==> src/core/gpio_port_pkg.sv <==
// package: register map, field layout and reset values of the gpio port
package gpio_port_pkg;
	localparam logic [5:0] pin_mode_reg_off = 6'h00;
	localparam logic [5:0] output_type_reg_off = 6'h04;
	localparam logic [5:0] output_speed_reg_off = 6'h08;
	localparam logic [5:0] pull_config_reg_off = 6'h0C;
	localparam logic [5:0] input_sample_reg_off = 6'h10;
	localparam logic [5:0] output_value_reg_off = 6'h14;
	localparam logic [5:0] bit_set_clear_reg_off = 6'h18;
	localparam logic [5:0] config_lock_reg_off = 6'h1C;
	localparam logic [5:0] alt_func_low_reg_off = 6'h20;
	localparam logic [5:0] alt_func_high_reg_off = 6'h24;
	localparam logic [5:0] bit_clear_only_reg_off = 6'h28;
	localparam int lock_key_pos = 16;
	localparam int clear_half_pos = 16;
	localparam logic [31:0] pin_mode_reset = 32'h0000_0000;
	localparam logic [31:0] output_speed_reset = 32'h0000_0000;
	localparam logic [31:0] pull_config_reset = 32'h0000_0000;
	localparam logic [31:0] zero_word = 32'h0000_0000;
	localparam logic [1:0] mode_input = 2'h0;
	localparam logic [1:0] mode_output = 2'h1;
	localparam logic [1:0] mode_alt = 2'h2;
	localparam logic [1:0] mode_analog = 2'h3;
	localparam logic [1:0] pull_none = 2'h0;
	localparam logic [1:0] pull_up = 2'h1;
	localparam logic [1:0] pull_down = 2'h2;
	localparam logic [3:0] alt_function_zero = 4'h0;
	localparam logic [3:0] alt_func_max = 4'h7;
	localparam int sync_stages = 3;
	typedef enum logic [3:0] {
		key_idle = 4'b0001,
		key_one = 4'b0010,
		key_zero = 4'b0100,
		key_armed = 4'b1000
	} lock_seq_e;
endpackage : gpio_port_pkg

==> src/core/gpio_port.sv <==
// gpio port: wishbone register file, atomic output update, config lock
// Summary of operation
// - a one in bit_set_clear_reg low half sets that output bit
// - a one in bit_set_clear_reg high half clears that output bit
// - when set and clear hit one pin together, set wins
// - bit_set_clear_reg is write-only and reads zero
// - bit_clear_only_reg ones clear output bits; reads zero
// - output_value_reg is 16-bit read/write, shows last produced value
// - pins sampled into input_sample_reg every clock; writes ignored
// - 2-bit mode per pin: input, output, alternate, analog; reset input
// - output type bit per pin: push-pull at reset, one is open-drain
// - 2-bit pull per pin: none, up, down, 11 reserved
// - 4-bit alternate selector per pin; codes 8 to 15 reserved
// - selectors reset to function zero; one function per pin
// - alternate mode: peripheral drives pin, level still sampled
// - lock bits readable always, writable only while key is zero
// - key armed by writes 1,0,1 with same mask then a read
// - wrong step or changed mask aborts the key sequence
// - after locking, locked pin config and lock register are frozen
// - after locking the key bit reads one until reset
// - enabled oscillator owns its pins: driver, pulls and schmitt off; speed_o still follows port config
// - analog mode: driver and pulls off, input sample reads zero
// - open-drain: zero drives low, one releases, input shows pin
module gpio_port
	import gpio_port_pkg::*;
#(
	parameter int num_pins = 16,
	parameter int alt_funcs = 8,
	parameter logic [15:0] fast_osc_pins = 16'h0000,
	parameter logic [15:0] slow_osc_pins = 16'h0000
)(
	input wire logic core_clk_i,
	input wire logic sys_rst_i,
	input wire logic wb_cyc_i,
	input wire logic wb_stb_i,
	input wire logic wb_we_i,
	input wire logic [5:0] wb_adr_i,
	input wire logic [3:0] wb_sel_i,
	input wire logic [31:0] wb_dat_i,
	output logic [31:0] wb_dat_o,
	output logic wb_ack_o,
	output logic wb_err_o,
	input wire logic [15:0] pin_in_i,
	output logic [15:0] pin_out_o,
	output logic [15:0] pin_oe_o,
	output logic [15:0] pull_up_en_o,
	output logic [15:0] pull_down_en_o,
	output logic [15:0] schmitt_en_o,
	output logic [31:0] speed_o,
	input wire logic [127:0] alt_out_i,
	input wire logic [127:0] alt_oe_i,
	output logic [127:0] alt_in_o,
	input wire logic fast_osc_enable_i,
	input wire logic slow_osc_enable_i,
	output logic [15:0] osc_owned_o
);
	// elaboration check: lane and selector layout is fixed at 16 by 8
	if (num_pins != 16 || alt_funcs != 8)
	begin : g_bad_params
		$error("gpio_port: only 16 pins and 8 functions supported");
	end

	logic [31:0] pin_mode_reg;
	logic [15:0] output_type_reg;
	logic [31:0] output_speed_reg;
	logic [31:0] pull_config_reg;
	logic [15:0] input_sample_reg;
	logic [15:0] output_value_reg;
	logic [15:0] pin_lock_bit;
	logic lock_key_bit;
	logic [31:0] alt_func_low_reg;
	logic [31:0] alt_func_high_reg;
	lock_seq_e lock_state;
	logic [15:0] seq_mask;
	logic [15:0] sync_a;
	logic [15:0] sync_b;
	logic [15:0] sync_c;
	logic [15:0] pin_level;
	logic req;
	logic wr;
	logic rd;
	logic mapped;
	logic full_word;
	logic [31:0] read_mux;
	logic [31:0] wmask2;
	logic [31:0] wmask4_lo;
	logic [31:0] wmask4_hi;

	// a request is taken the cycle it appears; ack follows one cycle later
	assign req = wb_cyc_i & wb_stb_i & ~wb_ack_o & ~wb_err_o;
	assign full_word = (wb_sel_i == 4'hF);
	always_comb
	begin
		unique case (wb_adr_i)
			pin_mode_reg_off, output_type_reg_off, output_speed_reg_off,
			pull_config_reg_off, input_sample_reg_off,
			output_value_reg_off, bit_set_clear_reg_off,
			config_lock_reg_off, alt_func_low_reg_off,
			alt_func_high_reg_off, bit_clear_only_reg_off:
				mapped = 1'b1;
			default:
				mapped = 1'b0;
		endcase
	end
	assign wr = req & wb_we_i & mapped;
	assign rd = req & ~wb_we_i & mapped;

	// byte lanes expanded to a bit mask
	logic [31:0] sel_bits;
	assign sel_bits = {{8{wb_sel_i[3]}}, {8{wb_sel_i[2]}},
		{8{wb_sel_i[1]}}, {8{wb_sel_i[0]}}};

	// locked pins: mask out 2-bit and 4-bit fields of those pins
	genvar g;
	generate
		for (g = 0; g < 16; g++)
		begin : g_lockmask
			assign wmask2[2*g +: 2] =
				{2{~(lock_key_bit & pin_lock_bit[g])}};
		end
		for (g = 0; g < 8; g++)
		begin : g_lockmask4
			assign wmask4_lo[4*g +: 4] =
				{4{~(lock_key_bit & pin_lock_bit[g])}};
			assign wmask4_hi[4*g +: 4] =
				{4{~(lock_key_bit & pin_lock_bit[g+8])}};
		end
	endgenerate

	// bus answer: ack for mapped, err for unmapped, one cycle each
	always_ff @(posedge core_clk_i or posedge sys_rst_i)
	begin
		if (sys_rst_i)
		begin
			wb_ack_o <= 1'b0;
			wb_err_o <= 1'b0;
		end
		else
		begin
			wb_ack_o <= req & mapped;
			wb_err_o <= req & ~mapped;
		end
	end

	// read data registered; write-only registers read zero
	always_comb
	begin
		read_mux = zero_word;
		unique case (wb_adr_i)
			pin_mode_reg_off: read_mux = pin_mode_reg;
			output_type_reg_off: read_mux = {16'h0000, output_type_reg};
			output_speed_reg_off: read_mux = output_speed_reg;
			pull_config_reg_off: read_mux = pull_config_reg;
			input_sample_reg_off: read_mux = {16'h0000, input_sample_reg};
			output_value_reg_off: read_mux = {16'h0000, output_value_reg};
			config_lock_reg_off: read_mux =
				{15'h0000, lock_key_bit, pin_lock_bit};
			alt_func_low_reg_off: read_mux = alt_func_low_reg;
			alt_func_high_reg_off: read_mux = alt_func_high_reg;
			default: read_mux = zero_word;
		endcase
	end
	always_ff @(posedge core_clk_i or posedge sys_rst_i)
	begin
		if (sys_rst_i)
			wb_dat_o <= zero_word;
		else if (rd)
			wb_dat_o <= read_mux;
		else
			wb_dat_o <= zero_word;
	end

	// configuration fields, byte-lane and lock gated
	always_ff @(posedge core_clk_i or posedge sys_rst_i)
	begin
		if (sys_rst_i)
		begin
			pin_mode_reg <= pin_mode_reset;
			output_type_reg <= 16'h0000;
			output_speed_reg <= output_speed_reset;
			pull_config_reg <= pull_config_reset;
			alt_func_low_reg <= zero_word;
			alt_func_high_reg <= zero_word;
		end
		else if (wr)
		begin
			if (wb_adr_i == pin_mode_reg_off)
				pin_mode_reg <= (pin_mode_reg & ~(sel_bits & wmask2))
					| (wb_dat_i & sel_bits & wmask2);
			if (wb_adr_i == output_type_reg_off)
				output_type_reg <= (output_type_reg
					& ~(sel_bits[15:0] & ~(pin_lock_bit & {16{lock_key_bit}})))
					| (wb_dat_i[15:0] & sel_bits[15:0]
					& ~(pin_lock_bit & {16{lock_key_bit}}));
			if (wb_adr_i == output_speed_reg_off)
				output_speed_reg <= (output_speed_reg & ~(sel_bits & wmask2))
					| (wb_dat_i & sel_bits & wmask2);
			if (wb_adr_i == pull_config_reg_off)
				pull_config_reg <= (pull_config_reg & ~(sel_bits & wmask2))
					| (wb_dat_i & sel_bits & wmask2);
			if (wb_adr_i == alt_func_low_reg_off)
				alt_func_low_reg <= (alt_func_low_reg
					& ~(sel_bits & wmask4_lo))
					| (wb_dat_i & sel_bits & wmask4_lo);
			if (wb_adr_i == alt_func_high_reg_off)
				alt_func_high_reg <= (alt_func_high_reg
					& ~(sel_bits & wmask4_hi))
					| (wb_dat_i & sel_bits & wmask4_hi);
		end
	end

	// output data: direct write, then clear, then set so set wins
	logic [15:0] next_output_value;
	always_comb
	begin
		next_output_value = output_value_reg;
		if (wr && wb_adr_i == output_value_reg_off)
			next_output_value = (output_value_reg & ~sel_bits[15:0])
				| (wb_dat_i[15:0] & sel_bits[15:0]);
		if (wr && wb_adr_i == bit_clear_only_reg_off)
			next_output_value = next_output_value
				& ~(wb_dat_i[15:0] & sel_bits[15:0]);
		if (wr && wb_adr_i == bit_set_clear_reg_off)
		begin
			next_output_value = next_output_value
				& ~(wb_dat_i[31:16] & sel_bits[31:16]);
			next_output_value = next_output_value
				| (wb_dat_i[15:0] & sel_bits[15:0]);
		end
	end
	always_ff @(posedge core_clk_i or posedge sys_rst_i)
	begin
		if (sys_rst_i)
			output_value_reg <= 16'h0000;
		else
			output_value_reg <= next_output_value;
	end

	// lock key sequence; mask must stay the same, whole-word writes only
	// so a write with any byte lane off sets no lock bits and drops the key sequence to idle, even one whose lanes 0-2 carry the key and the full mask
	logic key_wr;
	logic key_rd;
	logic mask_same;
	assign key_wr = wr & (wb_adr_i == config_lock_reg_off) & ~lock_key_bit;
	assign key_rd = rd & (wb_adr_i == config_lock_reg_off);
	assign mask_same = (wb_dat_i[15:0] == seq_mask);
	always_ff @(posedge core_clk_i or posedge sys_rst_i)
	begin
		if (sys_rst_i)
		begin
			lock_state <= key_idle;
			seq_mask <= 16'h0000;
			lock_key_bit <= 1'b0;
			pin_lock_bit <= 16'h0000;
		end
		else if (!lock_key_bit)
		begin
			if (key_wr && full_word)
				pin_lock_bit <= wb_dat_i[15:0];
			if (req && (wb_adr_i == config_lock_reg_off) && (key_wr || key_rd))
			begin
				unique case (lock_state)
					key_idle:
					begin
						if (key_wr && full_word && wb_dat_i[lock_key_pos])
						begin
							lock_state <= key_one;
							seq_mask <= wb_dat_i[15:0];
						end
					end
					key_one:
					begin
						if (key_wr && full_word && !wb_dat_i[lock_key_pos]
							&& mask_same)
							lock_state <= key_zero;
						else
							lock_state <= key_idle;
					end
					key_zero:
					begin
						if (key_wr && full_word && wb_dat_i[lock_key_pos]
							&& mask_same)
							lock_state <= key_armed;
						else
							lock_state <= key_idle;
					end
					key_armed:
					begin
						if (key_rd)
							lock_key_bit <= 1'b1;
						lock_state <= key_idle;
					end
				endcase
			end
		end
	end

	// pin sampling: three stages, change accepted when 2nd and 3rd agree
	always_ff @(posedge core_clk_i or posedge sys_rst_i)
	begin
		if (sys_rst_i)
		begin
			sync_a <= 16'h0000;
			sync_b <= 16'h0000;
			sync_c <= 16'h0000;
			pin_level <= 16'h0000;
		end
		else
		begin
			sync_a <= pin_in_i;
			sync_b <= sync_a;
			sync_c <= sync_b;
			pin_level <= (sync_b & sync_c) | (pin_level & (sync_b ^ sync_c));
		end
	end

	// per-pin pad control and input sampling
	logic [15:0] analog;
	logic [15:0] osc_pin;
	assign osc_pin = (fast_osc_pins & {16{fast_osc_enable_i}})
		| (slow_osc_pins & {16{slow_osc_enable_i}});
	generate
		for (g = 0; g < 16; g++)
		begin : g_pin
			logic [1:0] md;
			logic [3:0] af;
			logic drv_val;
			logic drv_en;
			assign md = pin_mode_reg[2*g +: 2];
			assign af = (g < 8) ? alt_func_low_reg[4*(g%8) +: 4]
				: alt_func_high_reg[4*(g%8) +: 4];
			assign analog[g] = (md == mode_analog);
			always_comb
			begin
				drv_val = output_value_reg[g];
				drv_en = 1'b0;
				unique case (md)
					mode_output:
					begin
						drv_val = output_value_reg[g];
						drv_en = 1'b1;
					end
					mode_alt:
					begin
						// reserved codes select nothing
						drv_val = (af <= alt_func_max) ? alt_out_i[8*g + af[2:0]]
							: 1'b0;
						drv_en = (af <= alt_func_max)
							& alt_oe_i[8*g + af[2:0]];
					end
					default:
					begin
						drv_val = 1'b0;
						drv_en = 1'b0;
					end
				endcase
			end
			// open-drain releases on one, drives low on zero
			assign pin_out_o[g] = output_type_reg[g] ? 1'b0 : drv_val;
			assign pin_oe_o[g] = ~osc_pin[g]
				& drv_en & ~(output_type_reg[g] & drv_val);
			assign pull_up_en_o[g] = ~osc_pin[g] & ~analog[g]
				& (pull_config_reg[2*g +: 2] == pull_up);
			assign pull_down_en_o[g] = ~osc_pin[g] & ~analog[g]
				& (pull_config_reg[2*g +: 2] == pull_down);
			assign schmitt_en_o[g] = ~osc_pin[g] & ~analog[g];
			assign speed_o[2*g +: 2] = output_speed_reg[2*g +: 2];
			for (genvar f = 0; f < 8; f++)
			begin : g_af
				// only the selected function sees the pin: one at a time
				assign alt_in_o[8*g + f] = (md == mode_alt)
					&& (af == 4'(f)) && pin_level[g];
			end
		end
	endgenerate
	assign osc_owned_o = osc_pin;

	// input sample register: analog pins forced to zero
	always_ff @(posedge core_clk_i or posedge sys_rst_i)
	begin
		if (sys_rst_i)
			input_sample_reg <= 16'h0000;
		else
			input_sample_reg <= pin_level & ~analog;
	end

	property p_set_wins;
		@(posedge core_clk_i) disable iff (sys_rst_i)
		(wr && wb_adr_i == bit_set_clear_reg_off && wb_sel_i == 4'hF)
		|=> (output_value_reg & $past(wb_dat_i[15:0]))
		== $past(wb_dat_i[15:0]);
	endproperty
	a_set_wins: assert property (p_set_wins)
		else $error("set bit did not set output");
	property p_clear;
		@(posedge core_clk_i) disable iff (sys_rst_i)
		(wr && wb_adr_i == bit_set_clear_reg_off && wb_sel_i == 4'hF)
		|=> (output_value_reg & $past(wb_dat_i[31:16])
		& ~$past(wb_dat_i[15:0])) == 16'h0000;
	endproperty
	a_clear: assert property (p_clear)
		else $error("clear half did not clear output");
	property p_wo_zero;
		@(posedge core_clk_i) disable iff (sys_rst_i)
		(rd && (wb_adr_i == bit_set_clear_reg_off
		|| wb_adr_i == bit_clear_only_reg_off)) |=> wb_dat_o == zero_word;
	endproperty
	a_wo_zero: assert property (p_wo_zero)
		else $error("write-only register read nonzero");
	property p_br;
		@(posedge core_clk_i) disable iff (sys_rst_i)
		(wr && wb_adr_i == bit_clear_only_reg_off && wb_sel_i == 4'hF)
		|=> (output_value_reg & $past(wb_dat_i[15:0])) == 16'h0000;
	endproperty
	a_br: assert property (p_br)
		else $error("clear-only did not clear");
	property p_analog_zero;
		@(posedge core_clk_i) disable iff (sys_rst_i)
		(analog != 16'h0000) ##1 ($past(analog) == analog)
		|-> (input_sample_reg & analog) == 16'h0000;
	endproperty
	a_analog_zero: assert property (p_analog_zero)
		else $error("analog pin sample not zero");
	property p_key_sticky;
		@(posedge core_clk_i) disable iff (sys_rst_i)
		lock_key_bit |=> lock_key_bit && $stable(pin_lock_bit);
	endproperty
	a_key_sticky: assert property (p_key_sticky)
		else $error("lock key or lock bits changed after locking");
	property p_lock_frozen;
		@(posedge core_clk_i) disable iff (sys_rst_i)
		(lock_key_bit && pin_lock_bit[0]) |=>
		pin_mode_reg[1:0] == $past(pin_mode_reg[1:0]);
	endproperty
	a_lock_frozen: assert property (p_lock_frozen)
		else $error("locked pin mode changed");
	property p_od;
		@(posedge core_clk_i) disable iff (sys_rst_i)
		(output_type_reg[0] && pin_mode_reg[1:0] == mode_output && !osc_pin[0])
		|-> !pin_out_o[0] && (pin_oe_o[0] == !output_value_reg[0]);
	endproperty
	a_od: assert property (p_od)
		else $error("open-drain pin driven high");
	property p_ack;
		@(posedge core_clk_i) disable iff (sys_rst_i)
		(req && mapped) |=> wb_ack_o ##1 !wb_ack_o;
	endproperty
	a_ack: assert property (p_ack)
		else $error("ack not one cycle after request");
	c_lock: cover property (@(posedge core_clk_i) $rose(lock_key_bit));
	c_abort: cover property (@(posedge core_clk_i)
		lock_state == key_zero ##1 lock_state == key_idle);
	c_bsc: cover property (@(posedge core_clk_i)
		wr && wb_adr_i == bit_set_clear_reg_off);
	c_err: cover property (@(posedge core_clk_i) wb_err_o);
endmodule : gpio_port

==> config.mk <==
export PLATFORM = sky130hd
export DESIGN_NAME = gpio_port
export DESIGN_NICKNAME = d
export VERILOG_FILES = /design/src/core/gpio_port_pkg.sv /design/src/core/gpio_port.sv
export SDC_FILE = /design/constraint.sdc
export NUM_CORES = 1
export LEC_CHECK = 0
export BUFFER_PORTS_ARGS = -buffer_cell sky130_fd_sc_hd__buf_2
export CAP_MARGIN = 20
export CORE_AREA = 5 5 235 237
export DETAILED_ROUTE_END_ITERATION = 10
export DIE_AREA = 0 0 240 242
export PLACE_DENSITY_LB_ADDON = 0.25
export SYNTH_ARGS = -nofsm -noshare
export SYNTH_HDL_FRONTEND = slang
export SYNTH_SLANG_ARGS = --single-unit
==> constraint.sdc <==
create_clock -name core_clk_i -period 10.85 [get_ports core_clk_i]
set_clock_uncertainty 0.1 [all_clocks]
set_input_delay 1.6275 -clock core_clk_i [delete_from_list [all_inputs] [get_ports core_clk_i]]
set_output_delay 1.6275 -clock core_clk_i [all_outputs]
set_load 0.1 [all_outputs]
== Word-level counts from Yosys, hierarchy flattened ==
Cells that the tools add are included.
Widths: inputs -> output; s select.

* Bits in read-only memories: 0
* Bits in latches: 0
* Register bits: 343
* RAM bits: 0
* Memories kept: 0
* Input port bits: 321
* Output and inout bits: 290

* Reductions and logical operators: 295
* Div/mod/pow operators: 0
* Multiply operators: 0
* Muxes and demuxes: 142
* Bitwise gates (word level): 204
* Shift-type cells: 0
* Magnitude comparators: 32
* Equality and inequality tests: 209
* Add/sub/neg operators: 15

{| class="wikitable"
|+ Operator list
! cell !! number
|-
| $and 32x32->32 || 12
|-
| $pmux 32 s9 || 1
|-
| $logic_and 1x1->1 || 266
|-
| $eq 4x3->1 const B || 65
|-
| $bmux 1 s7 || 30
|-
| $and 16x16->16 || 12
|-
| $or 32x32->32 || 5
|-
| $eq 4x2->1 const B || 33
|-
| $and 1x1->1 || 108
|-
| $eq 2x2->1 const B || 48
|-
| $not 16->16 || 6
|-
| $not 32->32 || 3
|-
| $mux 1 || 69
|-
| $eq 4x1->1 const B || 17
|-
| $add 7x3->8 const A || 8
|-
| $eq 2x1->1 const B || 32
|-
| $le 4x3->1 const B || 16
|-
| $logic_not 4->1 || 16
|-
| $lt 8x8->1 const B || 8
|-
| $or 16x16->16 || 4
|-
| $pmux 1 s2 || 32
|-
| $not 1->1 || 53
|-
| $mux 16 || 3
|-
| $lt 7x8->1 const B || 4
|-
| other kinds (26) || 46
|}

== Longest topological paths before layout ==
Gate-level depths: netlist of the first run.

* Depth in word-level cells: 12
* Gate-level depth with buffers: 8
* Mapped depth without buffers: 7

== Worst setup path before layout of the first run ==
OpenSTA, ideal clock, no wires.

* Path kind: input -> output
* Start: input port alt_out_i[115]
* End: output port pin_oe_o[14]
* Data arrival time: 4.408 ns
* Buffers on the path: 0
* Stages on the path: 5
* Required time: 9.123 ns
* Path slack: 4.715 ns
* Cell sequence: mux4_2 > nor2_1 > o31a_1 > nor2b_1 > nor3_1

* Cells in the longest elaborated chain, start to end: 7

{| class="wikitable"
|+ Ends and longest elaborated chain
! what !! line !! RTL
|-
| start: declaration || gpio_port.sv:50 || <nowiki>input wire logic [127:0] alt_out_i,</nowiki>
|-
| $bmux 1 s7 || gpio_port.sv:346 || <nowiki>drv_val = (af <= alt_func_max) ? alt_out_i[8*g + af[2:0]]</nowiki>
|-
| $mux 1 (not written as such) || gpio_port.sv:346 ||
|-
| $mux 1 || gpio_port.sv:346 ||
|-
| $pmux 1 s2 || gpio_port.sv:337 || <nowiki>unique case (md)</nowiki>
|-
| $and 1x1->1 || gpio_port.sv:361 || <nowiki>& drv_en & ~(output_type_reg[g] & drv_val);</nowiki>
|-
| $not 1->1 || gpio_port.sv:361 ||
|-
| $and 1x1->1 || gpio_port.sv:361 ||
|-
| end: declaration || gpio_port.sv:45 || <nowiki>output logic [15:0] pin_oe_o,</nowiki>
|}

No other way between the ends. The select of a mux whose other input is x is not followed.

== Final worst setup path of the first run ==
* Start: input port alt_out_i[123]
* End: output port pin_oe_o[15]

Same word-level chain as after synthesis.

==> flow_summary.json, run 1 <==
{
  "clk_pin_slew_ns": 0.05,
  "cts_resized": 0,
  "yosysTopAreaCellShare_pct": 44.3,
  "hp-class": "register to register",
  "dp.cells": 3024,
  "async_flop_share_pct": 100,
  "worst-setup-path-type": "input port to primary output",
  "max_stage_delay_ns": 0.46,
  "cts-root-buf": "clkbuf_16",
  "crit_fanout": 2,
  "worstPathCellList": "buf_2, mux4_2, nor2_1, o31a_1, nor2b_1, nor3_1, buf_2",
  "cts_tree": "yes",
  "numPortBuffers": 592,
  "relSlewSlack_pct": 22.7,
  "grt_pass1_wl_mm": 113,
  "final_nets": 2761,
  "syn_area_mm2": 0.0193,
  "core_mm2": 0.0531,
  "layoutNonFillerInstCount": 3112,
  "grt_pass1_vias": 17700,
  "hpwl_mm": 57.7,
  "timing.final.crit_share_pct": 45.0,
  "irDropWorstVdd_v": 0.0000839,
  "antenna_found_initial": 16,
  "yosysTopAreaCell": "dfrtp_1",
  "placed_cell_area_mm2": 0.0229,
  "dieHeight_um": 242,
  "wire_per_inst_um": 24.7,
  "drive_gt1_share_pct": 39.3,
  "synth-edff-count": 0,
  "insertion_delay_ns": 0.57,
  "worstPathArrival_ns": 3.16,
  "yosys_warnings": 0,
  "cts_buffers": 41,
  "cts_hold_buffers": 0,
  "fp.dieW_um": 240,
  "dieArea_mm2": 0.0581,
  "synth_seq_area_share_pct": 44.4,
  "route.detailed.drc": 0,
  "end_kind": "primary output",
  "grt-ovfl-total": 0,
  "setup-violations-final": 0,
  "cp-start-kind": "input port",
  "avgViaCountPerCell": 5.52,
  "area_delta_synth_final_pct": 26.1,
  "worstPathRequired_ns": 9.12,
  "slew_viol_final": 0,
  "synth_area_leaders": "dfrtp_1 44%, mux2_2 12%, mux4_2 5.6%",
  "grt_max_degree": 81,
  "io_pins": 611,
  "power.leakage_nw": 12.0,
  "synth_area_per_cell_um2": 10.6,
  "yosysMostFrequentCell": "dfrtp_1",
  "synthFlopType": "dfrtp_1",
  "final_hold_viol_count": 0,
  "vias": 17200,
  "finalPower_w": 0.00296,
  "max_slew.worst_pin.slew_ns": 1.16,
  "cts.sinks": 343,
  "postCtsSetupBuffers": 0,
  "fmax_mhz": 205,
  "outcome": "completed",
  "cts_buffer_depth": 3,
  "fp-row-count": 85,
  "first_pass_iters": 5,
  "wirelength_mm": 76.9,
  "grt_use_total_pct": 25.4,
  "critPathMostFrequentCell": "buf_2",
  "critPathSlowestCell": "buf_2",
  "finalCriticalPeriod_ns": 4.88,
  "ys_seq_elements": 343,
  "h-tree-depth": 2,
  "cap_violations": 0,
  "synth_cell_types": 58,
  "drtIter0Drc": 1179,
  "synthTopCellsByCount": "342 x dfrtp_1, 201 x mux2_2, 161 x nor2_1",
  "ant_nets": 0,
  "rsz0062_at_grt": "false",
  "gp_congestion": 0.876,
  "powerDensity_mw_per_mm2": 122,
  "tns_ns": 0,
  "design_area_mm2": 0.0243,
  "syn_inst": 1816,
  "initial_core_util_pct": 36.4
}
## per-layer routing
metal  GRT usage (%)  wire (um)  part of all wire [%]
met4            8.74       2370                   3.1
met5               0         80                  0.10
met1            32.5      31100                    40
met2            42.2      37000                    48
met3            5.98       6380                   8.3
## critical path, delay by kind of cell
kind,cells,cell delay [ns]
mux,1,0.45
compound gates,1,0.16
simple gates,3,0.35
buf+inv,2,0.56
## cells in the final DEF, fill, tap and decap left out, drive strengths merged, types with 33 or more instances in the layout
cell    instances
a21o           33
a21oi          47
a22oi          63
buf           618
clkbuf         61
dfrtp         342
ha             64
inv            81
mux2          216
mux2i          47
mux4           48
nand2         117
nand2b         51
nand3          65
nor2          163
nor2b          39
nor3           57
nor3b          33
o21ai          51
## through the flow
step	utilization [%]	setup slack (ns)	hold slack [ns]
final	45.9	5.97	0.245
after global routing	45.9	5.87	0.256
after CTS	45.7	5.94	0.243
after detailed placement	43.1	5.83	0.236
after global placement	43.1	5.85	0.233
after floorplan	-	4.53	0.231
## logic make-up after synthesis
group           Yosys count  share of synthesized area, %
compound gates          293                          10.4
xor+xnor                 17                         0.771
fa+ha+maj                64                          4.15
buf+inv                 195                          4.18
flops                   343                          44.4
mux                     311                          20.6
other cells               1                        0.0194
simple gates            592                          15.4
## final timing paths
path	slack, ns	cells after the start	end	start
setup / recovery	5.97	7	pin_oe_o[15]	alt_out_i[123]
hold / removal	0.25	0	sync_b[3]$_DFF_PP0_	sync_a[3]$_DFF_PP0_
setup reg to reg	6.82	4	wb_dat_o[0]$_DFF_PP0_	wb_err_o$_DFF_PP0_
hold reg to reg	0.25	0	sync_b[3]$_DFF_PP0_	sync_a[3]$_DFF_PP0_
max in group asynchronous	7.96	4	sync_a[10]$_DFF_PP0_	sys_rst_i
min in group asynchronous	0.84	2	sync_a[15]$_DFF_PP0_	sys_rst_i
## cell type report
class	instances	area (um^2)
antenna	10	25.0
clock buffer	61	1190
clock inverter	12	153
fill	5139	28700
inverter	79	300
multi-input combinational	1293	10000
sequential	343	8580
tap	696	871
timing repair buffer	618	3210
## where the power goes
part	internal (W)	switching, W
clock network	0.000832	0.000565
registers	0.00130	0.0000212
logic	0.0000885	0.000153
total	0.00222	0.000739
Power figures use the tool's default switching activity.
==> run 2, diff against run 1 <==
clock period = 4 ns   (was 10.85 ns; I/O delays follow)
==> flow_summary.json, run 2 (synthesis gave the netlist of run 1 again) <==
{
  "grt_use_total_pct": 25.4,
  "area_delta_synth_final_pct": 27.1,
  "first_pass_iters": 6,
  "slew_viol_final": 0,
  "io_pins": 611,
  "layoutNonFillerInstCount": 3120,
  "worstPathArrival_ns": 2.87,
  "gp_congestion": 0.888,
  "cts_hold_buffers": 0,
  "end_kind": "primary output",
  "max_stage_delay_ns": 0.72,
  "cts_buffers": 40,
  "path_buf_inv": 1,
  "cts_buffer_depth": 3,
  "worstPathRequired_ns": 3.30,
  "worstPathCellList": "mux4_2, nor2_1, o31a_1, o21a_1, buf_2",
  "rsz0062_at_grt": "false",
  "fmax_mhz": 280,
  "core_mm2": 0.0531,
  "critPathSlowestCell": "dfrtp_1",
  "relSlewSlack_pct": 30.8,
  "drive_gt1_share_pct": 40.3,
  "route.detailed.drc": 0,
  "numPortBuffers": 592,
  "grt-ovfl-total": 0,
  "antenna_found_initial": 18,
  "cts-root-buf": "clkbuf_16",
  "vias": 17100,
  "crit_fanout": 12,
  "cts_tree": "yes",
  "timing.final.crit_share_pct": 89.2,
  "postCtsSetupBuffers": 0,
  "avgViaCountPerCell": 5.47,
  "grt_pass1_wl_mm": 113,
  "grt_pass1_vias": 17900,
  "clk_pin_slew_ns": 0.05,
  "fp-row-count": 85,
  "final_nets": 2773,
  "hp-class": "input port to register",
  "fp.dieW_um": 240,
  "h-tree-depth": 2,
  "wirelength_mm": 76.0,
  "hold_ws_ns": 0.0474,
  "final_hold_viol_count": 0,
  "power.leakage_nw": 12.1,
  "hpwl_mm": 59.0,
  "worstHoldPathCells": 1,
  "outcome": "completed",
  "cts.sinks": 343,
  "setup-violations-final": 0,
  "irDropWorstVdd_v": 0.000262,
  "insertion_delay_ns": 0.56,
  "dieHeight_um": 242,
  "cpLargestDelayFamily": "flip-flops",
  "drtIter0Drc": 1147,
  "dieArea_mm2": 0.0581,
  "cp-start-kind": "register",
  "layout_commonest_cell": "buf_2",
  "max_slew.worst_pin.slew_ns": 1.03,
  "layout_common_cells": "592 x buf_2, 342 x dfrtp_1, 201 x mux2_2, 157 x nor2_1, 116 x nand2_1",
  "wire_per_inst_um": 24.4,
  "finalCriticalPeriod_ns": 3.57,
  "worst-setup-path-type": "register to primary output",
  "reg2reg_depth": 7,
  "powerDensity_mw_per_mm2": 327,
  "dp.cells": 3042,
  "initial_core_util_pct": 36.4,
  "cap_violations": 0,
  "crit_cells": 5,
  "grt_max_degree": 85,
  "ant_nets": 0,
  "cts_resized": 0
}
## run 2: cell types whose count changed in the layout (fill, tap and decap cells not counted), sizes merged
cell / delta
clkbuf: +1
clkinv: -4
diode: -3
bufinv: +2
buf: +13
inv: -1
## run 2: path summary, 6_finish.rpt
check | start | endpoint | slack (ns)
setup / recovery | alt_func_high_reg[12]$_DFFE_PP0P_ | pin_oe_o[11] | 0.43
hold / removal | pin_in_i[2] | sync_a[2]$_DFF_PP0_ | 0.05
setup reg to reg | wb_err_o$_DFF_PP0_ | speed_o[21]$_DFFE_PP0P_ | 1.24
hold reg to reg | sync_a[7]$_DFF_PP0_ | sync_b[7]$_DFF_PP0_ | 0.25
max in group asynchronous | sys_rst_i | alt_func_high_reg[19]$_DFFE_PP0P_ | 2.72
min in group asynchronous | sys_rst_i | sync_a[15]$_DFF_PP0_ | 0.11
## run 2: final cells by class
cell class | count | area, um^2
fill | 5031 | 28500
multi-input combinational | 1293 | 10100
sequential | 343 | 8580
timing repair buffer | 631 | 3320
clock buffer | 62 | 1160
tap | 696 | 871
inverter | 79 | 300
clock inverter | 9 | 178
antenna | 7 | 17.5
## run 2: worst register-to-register path, stage by stage (launching register included)
cell	delay (ns)
dfrtp_1	0.44
nand4bb_1	0.22
buf_4	0.20
a2111oi_2	0.42
and2_1	0.50
buf_4	0.29
nand3_1	0.14
mux2_2	0.31
## run 2: report_power, final
part	leakage (nW)	switching, W	internal [W]
Combinational	6.93	0.000415	0.000244
Clock	0.654	0.00146	0.00232
Sequential	4.50	0.0000603	0.00353
Total	12.1	0.00193	0.00610
## run 2: stage by stage
step                TNS (ns)  utilization, %  power (W)  instance area [um^2]  worst slack [ns]
detailed placement         0            43.7    0.00432                 23200             0.704
CTS                        0            46.2    0.00813                 24500             0.404
finish                     0            46.3    0.00803                 24500             0.432
floorplan            -440.43               -    0.00399                 19500             -1.29
global route               0            46.2    0.00832                 24500             0.271
global placement           0            43.7    0.00430                 23200             0.713
## run 2: routing by layer
layer / track usage [%] / wire length [um]
met1: 33.2 / 31200
met2: 41.3 / 35600
met3: 6.19 / 6400
met4: 8.63 / 2660
met5: 0 / 111
==> run 3, diff against run 2 <==
CELL_PAD_IN_SITES_DETAIL_PLACEMENT = 0   (was not set)
CELL_PAD_IN_SITES_GLOBAL_PLACEMENT = 2   (was not set)
CORE_AREA = not set   (was 5 5 235 237)
CORE_ASPECT_RATIO = 1.5   (was not set)
CORE_MARGIN = 5   (was not set)
CORE_UTILIZATION = 29   (was not set)
DIE_AREA = not set   (was 0 0 240 242)
==> flow_summary.json, run 3 (synthesis gave the netlist of run 1 again) <==
{
  "outcome": "completed",
  "core_mm2": 0.0663,
  "slew_viol_final": 0,
  "layout_common_cells": "592 x buf_2, 342 x dfrtp_1, 201 x mux2_2, 156 x nor2_1, 116 x nand2_1",
  "initial_core_util_pct": 29.1,
  "grt_pass1_wl_mm": 120,
  "cts_resized": 0,
  "gp_congestion": 0.835,
  "worstPathRequired_ns": 3.30,
  "worst-setup-path-type": "register to primary output",
  "fmax_mhz": 284,
  "relSlewSlack_pct": 35.1,
  "worstPathCellList": "mux4_2, mux2_2, a21oi_1, nor2_1, o21a_1, buf_2",
  "worstPathArrival_ns": 2.82,
  "finalCriticalPeriod_ns": 3.52,
  "end_kind": "primary output",
  "powerDensity_mw_per_mm2": 324,
  "antenna_found_initial": 21,
  "cts_buffer_depth": 3,
  "cts-root-buf": "clkbuf_16",
  "max_stage_delay_ns": 0.78,
  "cts_hold_buffers": 0,
  "setup-violations-final": 0,
  "grt_max_degree": 68,
  "vias": 16900,
  "hp-class": "input port to asynchronous set/reset pin",
  "route.detailed.drc": 0,
  "h-tree-depth": 2,
  "fp-row-count": 116,
  "numPortBuffers": 592,
  "drtIter0Drc": 885,
  "dieHeight_um": 326,
  "final_hold_viol_count": 0,
  "wire_per_inst_um": 25.0,
  "ant_nets": 0,
  "hpwl_mm": 65.9,
  "grt_pass1_vias": 18000,
  "postCtsSetupBuffers": 0,
  "reg2reg_slack_ns": 1.15,
  "power.leakage_nw": 12.1,
  "io_pins": 611,
  "cts_buffers": 41,
  "rsz0062_at_grt": "false",
  "finalPower_w": 0.00806,
  "cts_tree": "yes",
  "crit_fanout": 12,
  "insertion_delay_ns": 0.54,
  "max_slew.worst_pin.slew_ns": 0.973,
  "layout_commonest_cell": "buf_2",
  "final_nets": 2781,
  "area_delta_synth_final_pct": 28.6,
  "cap_violations": 0,
  "critPathSlowestCell": "dfrtp_1",
  "wirelength_mm": 83.1,
  "grt_use_total_pct": 22.1,
  "timing.final.crit_share_pct": 87.9,
  "cts.sinks": 343,
  "first_pass_iters": 8,
  "avgViaCountPerCell": 5.10,
  "drive_gt1_share_pct": 40.5,
  "irDropWorstVdd_v": 0.000227,
  "fp.dieW_um": 221,
  "cp-start-kind": "register",
  "hold_ws_ns": 0.0153,
  "clk_pin_slew_ns": 0.06,
  "grt-ovfl-total": 0,
  "dieArea_mm2": 0.0720
}
run 3: cell types whose count changed in the layout (fill, tap and decap cells not counted), sizes merged:
cell and change:
inv -2, diode +6, clkinvlp +2, buf +7, clkbuf -1
run 3: cell type report:
type                       instances  area [um^2]
fill                            6864        41500
multi-input combinational       1293        10100
sequential                       343         8580
timing repair buffer             638         3360
clock buffer                      61         1160
tap                              885         1110
inverter                          79          300
clock inverter                     9          175
antenna                           13         32.5
run 3: critical path: cells and delay by family (launching register included):
kind	cells	cell delay, ns
muxes	2	0.90
DFF	1	0.78
buffers and inverters	1	0.29
AOI/OAI and AO/OA	2	0.24
and+or+nand+nor	1	0.05
run 3: power breakdown:
group	switching [W]	total, W	internal [W]	leakage (nW)
Combinational	0.000420	0.000666	0.000246	6.96
Clock	0.00147	0.00379	0.00232	0.644
Sequential	0.0000616	0.00360	0.00353	4.50
run 3: worst paths after layout:
| path | from | end | cells past startpoint |
|---|---|---|---|
| min in group core_clk_i | pin_in_i[3] | sync_a[3]$_DFF_PP0_ | 1 |
| setup / recovery | alt_func_low_reg[12]$_DFFE_PP0P_ | pin_oe_o[3] | 6 |
| max in group asynchronous | sys_rst_i | sync_c[12]$_DFF_PP0_ | 3 |
| setup reg to reg | wb_err_o$_DFF_PP0_ | output_type_reg[4]$_DFFE_PP0P_ | 7 |
| hold / removal | sys_rst_i | sync_c[15]$_DFF_PP0_ | 2 |
| hold reg to reg | sync_a[7]$_DFF_PP0_ | sync_b[7]$_DFF_PP0_ | 0 |
run 3: per-stage QoR:
| stage | cell area [um^2] | setup TNS [ns] | setup WS [ns] | instances | util, % |
|---|---|---|---|---|---|
| after global placement | 23500 | 0 | 0.684 | 3238 | 35.4 |
| after floorplan | 19500 | -440.43 | -1.29 | 1831 | - |
| after CTS | 24800 | 0 | 0.393 | 3308 | 37.4 |
| after global routing | 24800 | 0 | 0.320 | 3313 | 37.4 |
| final | 24800 | 0 | 0.483 | 3321 | 37.4 |
| after detailed placement | 23500 | 0 | 0.652 | 3238 | 35.4 |
run 3: per-layer routing:
| layer | track usage, % | part of all wire (%) | wire length [um] | up-vias |
|---|---|---|---|---|
| li1 | - | - | - | 7688 |
| met1 | 26.9 | 40 | 33000 | 8494 |
| met2 | 39.8 | 51 | 42400 | 602 |
| met3 | 4.25 | 6.4 | 5290 | 119 |
| met4 | 6.00 | 2.7 | 2250 | 18 |
| met5 | 0 | 0.15 | 124 | - |
